<file path="config.mk">
export PLATFORM = sky130hd
export DESIGN_NAME = cfsf_framer
export DESIGN_NICKNAME = d
export VERILOG_FILES = /design/src/design/cfsf_pkg.sv /design/src/design/cfsf_framer.sv
export SDC_FILE = /design/constraint.sdc
export NUM_CORES = 1
export LEC_CHECK = 0
export BUFFER_PORTS_ARGS = -buffer_cell sky130_fd_sc_hd__buf_2
export CORE_ASPECT_RATIO = 1.75
export CORE_MARGIN = 10
export CORE_UTILIZATION = 50
export DETAILED_ROUTE_END_ITERATION = 6
export GPL_TIMING_DRIVEN = 1
export HOLD_SLACK_MARGIN = 0.08
export PLACE_DENSITY = 0.79
export REMOVE_ABC_BUFFERS = 1
export SLEW_MARGIN = 20
export SYNTH_ARGS = -nofsm -noshare
export SYNTH_HDL_FRONTEND = slang
export SYNTH_SLANG_ARGS = --single-unit
</file>
<file path="constraint.sdc">
create_clock -name clk -period 2.3 [get_ports clk]
set_input_delay 0 -clock clk [delete_from_list [all_inputs] [get_ports clk]]
set_output_delay 0 -clock clk [all_outputs]
set_load 0.1 [all_outputs]
</file>
<file path="src/design/cfsf_pkg.sv">
// shared token, event and state definitions for the stream framer
package cfsf_pkg;
    localparam int CFSF_WORD_W = 32;
    localparam int CFSF_BW_W = 16;
    localparam int CFSF_CNT_W = 6;
    localparam logic [5:0] CFSF_BLOCKS_DEF = 6'h29;
    localparam logic [5:0] CFSF_CNT_RST = 6'h00;
    localparam logic [2:0] CFSF_FIRST_KIND = 3'h4;

    typedef enum logic [3:0] {
        CFSF_TK_DATA = 4'h0,
        CFSF_TK_BLOCK_START_KIND_ONE = 4'h1,
        CFSF_TK_BLOCK_START_KIND_TWO = 4'h2,
        CFSF_TK_BLOCK_START_KIND_THREE = 4'h3,
        CFSF_TK_BLOCK_START_KIND_FOUR = 4'h4,
        CFSF_TK_BLOCK_START_KIND_FIVE = 4'h5,
        CFSF_TK_FIRST = 4'h6,
        CFSF_TK_FIELD_ONE_START_CODE = 4'h7,
        CFSF_TK_FIELD_TWO_START_CODE = 4'h8,
        CFSF_TK_EOS = 4'h9,
        CFSF_TK_TCODE = 4'ha,
        CFSF_TK_BW = 4'hb
    } cfsf_tok_e;

    typedef struct packed {
        logic valid;
        cfsf_tok_e kind;
        logic [CFSF_WORD_W-1:0] word;
    } cfsf_tok_s;

    typedef struct packed {
        logic field_start;
        logic field_two;
        logic timecode_vld;
        logic block_start;
        logic first_block;
        logic [2:0] block_kind;
        logic [CFSF_CNT_W-1:0] block_index;
        logic bw_vld;
        logic [CFSF_BW_W-1:0] bin_width_value;
        logic data_vld;
        logic [CFSF_WORD_W-1:0] data_word;
        logic field_end;
        logic seq_end;
        logic frame_err;
    } cfsf_ev_s;

    typedef enum logic [2:0] {
        CFSF_S_FIELD = 3'b000,
        CFSF_S_TCODE = 3'b001,
        CFSF_S_FIRST = 3'b011,
        CFSF_S_BW = 3'b010,
        CFSF_S_DATA = 3'b110,
        CFSF_S_MARK = 3'b111
    } cfsf_state_e;
endpackage

</file>
<file path="src/design/cfsf_framer.sv">
// parser of the field, block and sequence structure of the coded stream
`timescale 1ns/1ps
module cfsf_framer
    import cfsf_pkg::*;
#(
    parameter logic [5:0] BLOCKS = CFSF_BLOCKS_DEF
)
(
    input wire logic clk,
    input wire logic sys_rst,
    input wire cfsf_tok_s tok_in,
    output cfsf_ev_s ev_out,
    output logic seq_open
);
    // zero blocks would leave a field with only its first block; the top code is kept spare
    if (BLOCKS == 6'h00 || BLOCKS == 6'h3f)
    begin
        $error("cfsf_framer: BLOCKS out of range");
    end

    cfsf_state_e state_r, state_nxt;
    logic exp_two_r, exp_two_nxt;
    logic open_r, open_nxt;
    logic [CFSF_CNT_W-1:0] cnt_r, cnt_nxt;
    cfsf_ev_s ev_r, ev_nxt;

    logic is_sob;
    logic is_sof;
    logic is_eos;
    logic is_data;
    logic field_full;

    assign is_sob = tok_in.kind inside {CFSF_TK_BLOCK_START_KIND_ONE, CFSF_TK_BLOCK_START_KIND_TWO,
        CFSF_TK_BLOCK_START_KIND_THREE, CFSF_TK_BLOCK_START_KIND_FOUR, CFSF_TK_BLOCK_START_KIND_FIVE};
    assign is_sof = tok_in.kind inside {CFSF_TK_FIELD_ONE_START_CODE, CFSF_TK_FIELD_TWO_START_CODE};
    assign is_eos = tok_in.kind == CFSF_TK_EOS;
    assign is_data = tok_in.kind == CFSF_TK_DATA;
    assign field_full = cnt_r == BLOCKS;

    always_comb
    begin
        state_nxt = state_r;
        exp_two_nxt = exp_two_r;
        open_nxt = open_r;
        cnt_nxt = cnt_r;
        // pulses clear every cycle; level fields keep their last value
        ev_nxt = '0;
        ev_nxt.field_two = ev_r.field_two;
        ev_nxt.block_kind = ev_r.block_kind;
        ev_nxt.block_index = ev_r.block_index;
        ev_nxt.bin_width_value = ev_r.bin_width_value;
        ev_nxt.data_word = ev_r.data_word;
        if (tok_in.valid)
        begin
            // a delimiter after a full field closes it and is then
            // judged as the first token of what follows
            if (state_r == CFSF_S_DATA && !is_data && !is_sob)
            begin
                if (field_full)
                    ev_nxt.field_end = 1'b1;
                else
                    ev_nxt.frame_err = 1'b1;
            end
            unique case (state_r)
                CFSF_S_FIELD, CFSF_S_DATA:
                begin
                    if (state_r == CFSF_S_DATA && is_data)
                    begin
                        ev_nxt.data_vld = 1'b1;
                        ev_nxt.data_word = tok_in.word;
                    end
                    else if (state_r == CFSF_S_DATA && is_sob)
                    begin
                        if (field_full)
                        begin
                            // one block too many: the field ran long
                            ev_nxt.frame_err = 1'b1;
                            state_nxt = CFSF_S_FIELD;
                            exp_two_nxt = 1'b0;
                            open_nxt = 1'b0;
                        end
                        else
                        begin
                            cnt_nxt = cnt_r + 6'h01;
                            ev_nxt.block_start = 1'b1;
                            ev_nxt.block_kind = tok_in.kind[2:0];
                            ev_nxt.block_index = cnt_r + 6'h01;
                            state_nxt = CFSF_S_BW;
                        end
                    end
                    else if (is_sof && (tok_in.kind == CFSF_TK_FIELD_TWO_START_CODE)
                        == exp_two_r && !ev_nxt.frame_err)
                    begin
                        ev_nxt.field_start = 1'b1;
                        ev_nxt.field_two = exp_two_r;
                        exp_two_nxt = !exp_two_r;
                        open_nxt = 1'b1;
                        cnt_nxt = CFSF_CNT_RST;
                        state_nxt = CFSF_S_TCODE;
                    end
                    else if (is_eos && open_r && !exp_two_r
                        && !ev_nxt.frame_err)
                    begin
                        ev_nxt.seq_end = 1'b1;
                        open_nxt = 1'b0;
                        state_nxt = CFSF_S_FIELD;
                    end
                    else
                    begin
                        // resync: wait for a field one start
                        ev_nxt.frame_err = 1'b1;
                        exp_two_nxt = 1'b0;
                        open_nxt = 1'b0;
                        state_nxt = CFSF_S_FIELD;
                    end
                end
                CFSF_S_TCODE:
                begin
                    if (tok_in.kind == CFSF_TK_TCODE)
                    begin
                        ev_nxt.timecode_vld = 1'b1;
                        ev_nxt.data_word = tok_in.word;
                        state_nxt = CFSF_S_FIRST;
                    end
                    else
                    begin
                        ev_nxt.frame_err = 1'b1;
                        exp_two_nxt = 1'b0;
                        open_nxt = 1'b0;
                        state_nxt = CFSF_S_FIELD;
                    end
                end
                CFSF_S_FIRST:
                begin
                    if (tok_in.kind == CFSF_TK_FIRST)
                    begin
                        ev_nxt.block_start = 1'b1;
                        ev_nxt.first_block = 1'b1;
                        ev_nxt.block_kind = CFSF_FIRST_KIND;
                        ev_nxt.block_index = CFSF_CNT_RST;
                        state_nxt = CFSF_S_BW;
                    end
                    else
                    begin
                        ev_nxt.frame_err = 1'b1;
                        exp_two_nxt = 1'b0;
                        open_nxt = 1'b0;
                        state_nxt = CFSF_S_FIELD;
                    end
                end
                CFSF_S_BW:
                begin
                    if (tok_in.kind == CFSF_TK_BW)
                    begin
                        ev_nxt.bw_vld = 1'b1;
                        ev_nxt.bin_width_value = tok_in.word[CFSF_BW_W-1:0];
                        state_nxt = CFSF_S_DATA;
                    end
                    else
                    begin
                        ev_nxt.frame_err = 1'b1;
                        exp_two_nxt = 1'b0;
                        open_nxt = 1'b0;
                        state_nxt = CFSF_S_FIELD;
                    end
                end
                default:
                begin
                    // mark code is never entered; treat as lost framing
                    ev_nxt.frame_err = 1'b1;
                    exp_two_nxt = 1'b0;
                    open_nxt = 1'b0;
                    state_nxt = CFSF_S_FIELD;
                end
            endcase
        end
    end

    always_ff @(posedge clk)
    begin
        if (sys_rst)
        begin
            state_r <= CFSF_S_FIELD;
            exp_two_r <= 1'b0;
            open_r <= 1'b0;
            cnt_r <= CFSF_CNT_RST;
        end
        else
        begin
            state_r <= state_nxt;
            exp_two_r <= exp_two_nxt;
            open_r <= open_nxt;
            cnt_r <= cnt_nxt;
        end
    end

    // event word registered alone so every output leaves a flip-flop
    always_ff @(posedge clk)
    begin
        if (sys_rst)
        begin
            ev_r <= '0;
        end
        else
        begin
            ev_r <= ev_nxt;
        end
    end

    assign ev_out = ev_r;
    assign seq_open = open_r;
endmodule

</file>
==> results.json <==
{
  "avgViaCountPerCell": 5.66,
  "r2r_cells": 6,
  "startpoint_type": "flop",
  "fill_cells": 497,
  "synth-seq-cells": 78,
  "finalNetCount": 550,
  "yosysWarningCount": 0,
  "hp-start": "tok_in[35]",
  "grt_max_degree": 54,
  "synth_edf_count": 0,
  "arrival_ns": 2.34,
  "ctsHoldBuffers": 36,
  "wl_per_cell_um": 17.5,
  "max_freq_mhz": 480,
  "area_growth_pct": 36.3,
  "ir_drop_mv": 0.404,
  "hold_path.class": "input pin to flop",
  "syn_avg_cell_area_um2": 8.72,
  "hold_viol_final": 0,
  "drive_above_1_share": 0.267,
  "power.leakage_nw": 1.93,
  "muxShareOfSynthArea": 0.00911,
  "root_buffer": "clkbuf_16",
  "synth_fa_ha_area_frac": 0.00759,
  "rsz0062_at_grt": "no",
  "synth_compound_area_frac": 0.165,
  "wirelength_mm": 10.4,
  "outcome": "finished clean",
  "yosysSeqAreaShare": 0.474,
  "hpwl_mm": 6.79,
  "dieArea_um2": 10400,
  "drv_slew": 0,
  "post-route-util": 0.693,
  "critPathLaunch": "state_r[0]",
  "fin_worst_skew_ns": 0.00504,
  "io_pins": 107,
  "worstReg2RegStart": "state_r[0]",
  "die_x_um": 81.4,
  "drc_errors": 0,
  "final_cell_area_um2": 4490,
  "initial_core_util": 0.508,
  "grt_pass1_vias": 3317,
  "setup_viol": 0,
  "max_slew_margin": 0.580,
  "finalCritPeriodShare": 0.905,
  "diodes": 0,
  "crit_end": "ev_out[19]",
  "ys_types": 52,
  "htreeDepth": 3,
  "synth_xor_area_frac": 0.00797,
  "r2r_slack_ns": 0.22,
  "synth_ff_type": "dfxtp_1",
  "cp_max_fo": 24,
  "dpl_cell_area_um2": 3840,
  "final_antenna_net_count": 0,
  "place.gp.congestion": 0.931,
  "clock_sinks": 78,
  "first_pass_iters": 4,
  "finalHoldWorstSlack_ns": 0.154,
  "setup_slack_ns": 0.219,
  "grt_usage": 0.198,
  "netlist_instances": 378,
  "port-buffer-count": 106,
  "yosys.area_share.simple": 0.293,
  "cp-end-kind": "flop",
  "overflow": 0,
  "numCtsBuffers": 9,
  "fin_setup_tns_ns": 0,
  "max_cap_violations": 0,
  "synth_area_um2": 3300,
  "dieHeight_um": 127,
  "fin_crit_ns": 2.08,
  "cts_tree": "yes",
  "cts_resized": 0,
  "worst_slew_pin_slew_ns": 0.630,
  "cp.required_ns": 2.56,
  "grt_antenna_before_repair": 0,
  "synth_top_family_by_area": "simple AND/OR/NAND/NOR gates",
  "placed_cells": 544,
  "clock_latency_ns": 0.34,
  "drt_iter0_markers": 251,
  "clock_path_buffers": 2,
  "rows": 39,
  "instances_no_fill": 595,
  "path_clk_slew_ns": 0.06,
  "post-place-ws_ns": 0.274,
  "synthArstFlopShare": 0,
  "core_um2": 6490,
  "reg2reg_to": "ev_out[19]",
  "critPathKind": "flop to flop",
  "routed-via-count": 3369,
  "p_per_area_nw_per_um2": 658,
  "grt_pass1_wl_mm": 16.5,
  "fin_total_pwr_mw": 2.96,
  "cts_setup_buffers": 0
}
==> cell families (layout without fill, tap and decap cells) <==
logic type,count (synthesis),in the layout
flip-flops,78,78
XOR/XNOR,3,3
multiplexers,3,3
AND/OR/NAND/NOR,171,171
adder cells (fa/ha/maj),2,2
buffers and inverters,32,167
AO/OA/AOI/OAI,89,89
==> placed cells by master, fill, tap and decap left out, drive strengths merged, types with 2 or more instances in the layout <==
cell           n
dfxtp         78
nand3b         2
o21ai          5
mux2i          3
or2            3
a21oi         61
nand2         76
clkbuf        11
or3            2
and4bb         3
buf          112
nand4b        34
ha             2
nor3           6
xor2           2
dlygate4sd3   36
a211oi         2
nand2b         4
a21o          10
o2bb2ai        2
nand3          8
nor2b          4
a31oi          3
nor2          22
inv            4
clkinv         2
==> synthesized netlist by cell type, types with 2 or more instances <==
cell       instances  area share
ha_1               2      0.0076
mux2i_1            3      0.0091
nand4b_1          34       0.090
o2bb2ai_1          2      0.0053
a21oi_1           60       0.091
o21ai_0            4      0.0061
nand3b_1           2      0.0046
or2_1              3      0.0057
nor2b_1            3      0.0057
nand2_1           76       0.087
buf_6              2      0.0068
nand2b_1           4      0.0076
xor2_1             2      0.0053
or3_1              2      0.0038
dfxtp_1           78        0.47
nor2_1            20       0.023
buf_2              6      0.0091
nand3_1            7       0.011
nor3_1             4      0.0061
a211oi_1           2      0.0046
a21o_1            10       0.023
clkbuf_1          18       0.020
inv_1              4      0.0046
and4bb_1           2      0.0076
==> metal layers <==
metal | routed length [um] | share of wire | track usage
met1 | 3890 | 0.37 | 0.215
met2 | 5310 | 0.51 | 0.339
met3 | 876 | 0.084 | 0.0513
met4 | 332 | 0.032 | 0.0983
met5 | 0 | 0 | 0
==> power by group <==
part / internal (mW) / switching [mW]
registers: 1.36 / 0.00636
logic: 0.0932 / 0.118
clock network: 0.859 / 0.523
==> cell type report <==
cell class / count / area [um^2] / area share
clock inverter: 4 / 47.5 / 0.0106
tap: 82 / 103 / 0.0228
multi-input combinational: 268 / 1590 / 0.354
sequential: 78 / 1560 / 0.347
inverter: 4 / 15.0 / 0.00334
timing repair buffer: 148 / 936 / 0.208
clock buffer: 11 / 243 / 0.0540
==> how the worst min path moves through the flow <==
stage / to / slack [ns] / cells past startpoint
finish: ev_out[2] / 0.15 / 4
CTS: ev_out[2] / 0.13 / 4
global placement: ev_out[43] / 0.25 / 3
floorplan: ev_out[10] / 0.07 / 1
detailed placement: ev_out[51] / 0.26 / 3
global route: ev_out[2] / 0.18 / 4
==> registers in the layout, indices dropped and copies added (netlist names) <==
register / cells
seq_open: 1
exp_two_r: 1
cnt_r: 6
state_r: 3
ev_out: 67
==> worst max-delay path: stages (launching register included) <==
cell	delay, ns
dfxtp_1	0.52
nor3b_1	0.37
nand4b_1	0.28
nand2_1	0.19
buf_4	0.29
nand4b_1	0.15
a21oi_1	0.19
(Power assumes the default switching activity.)
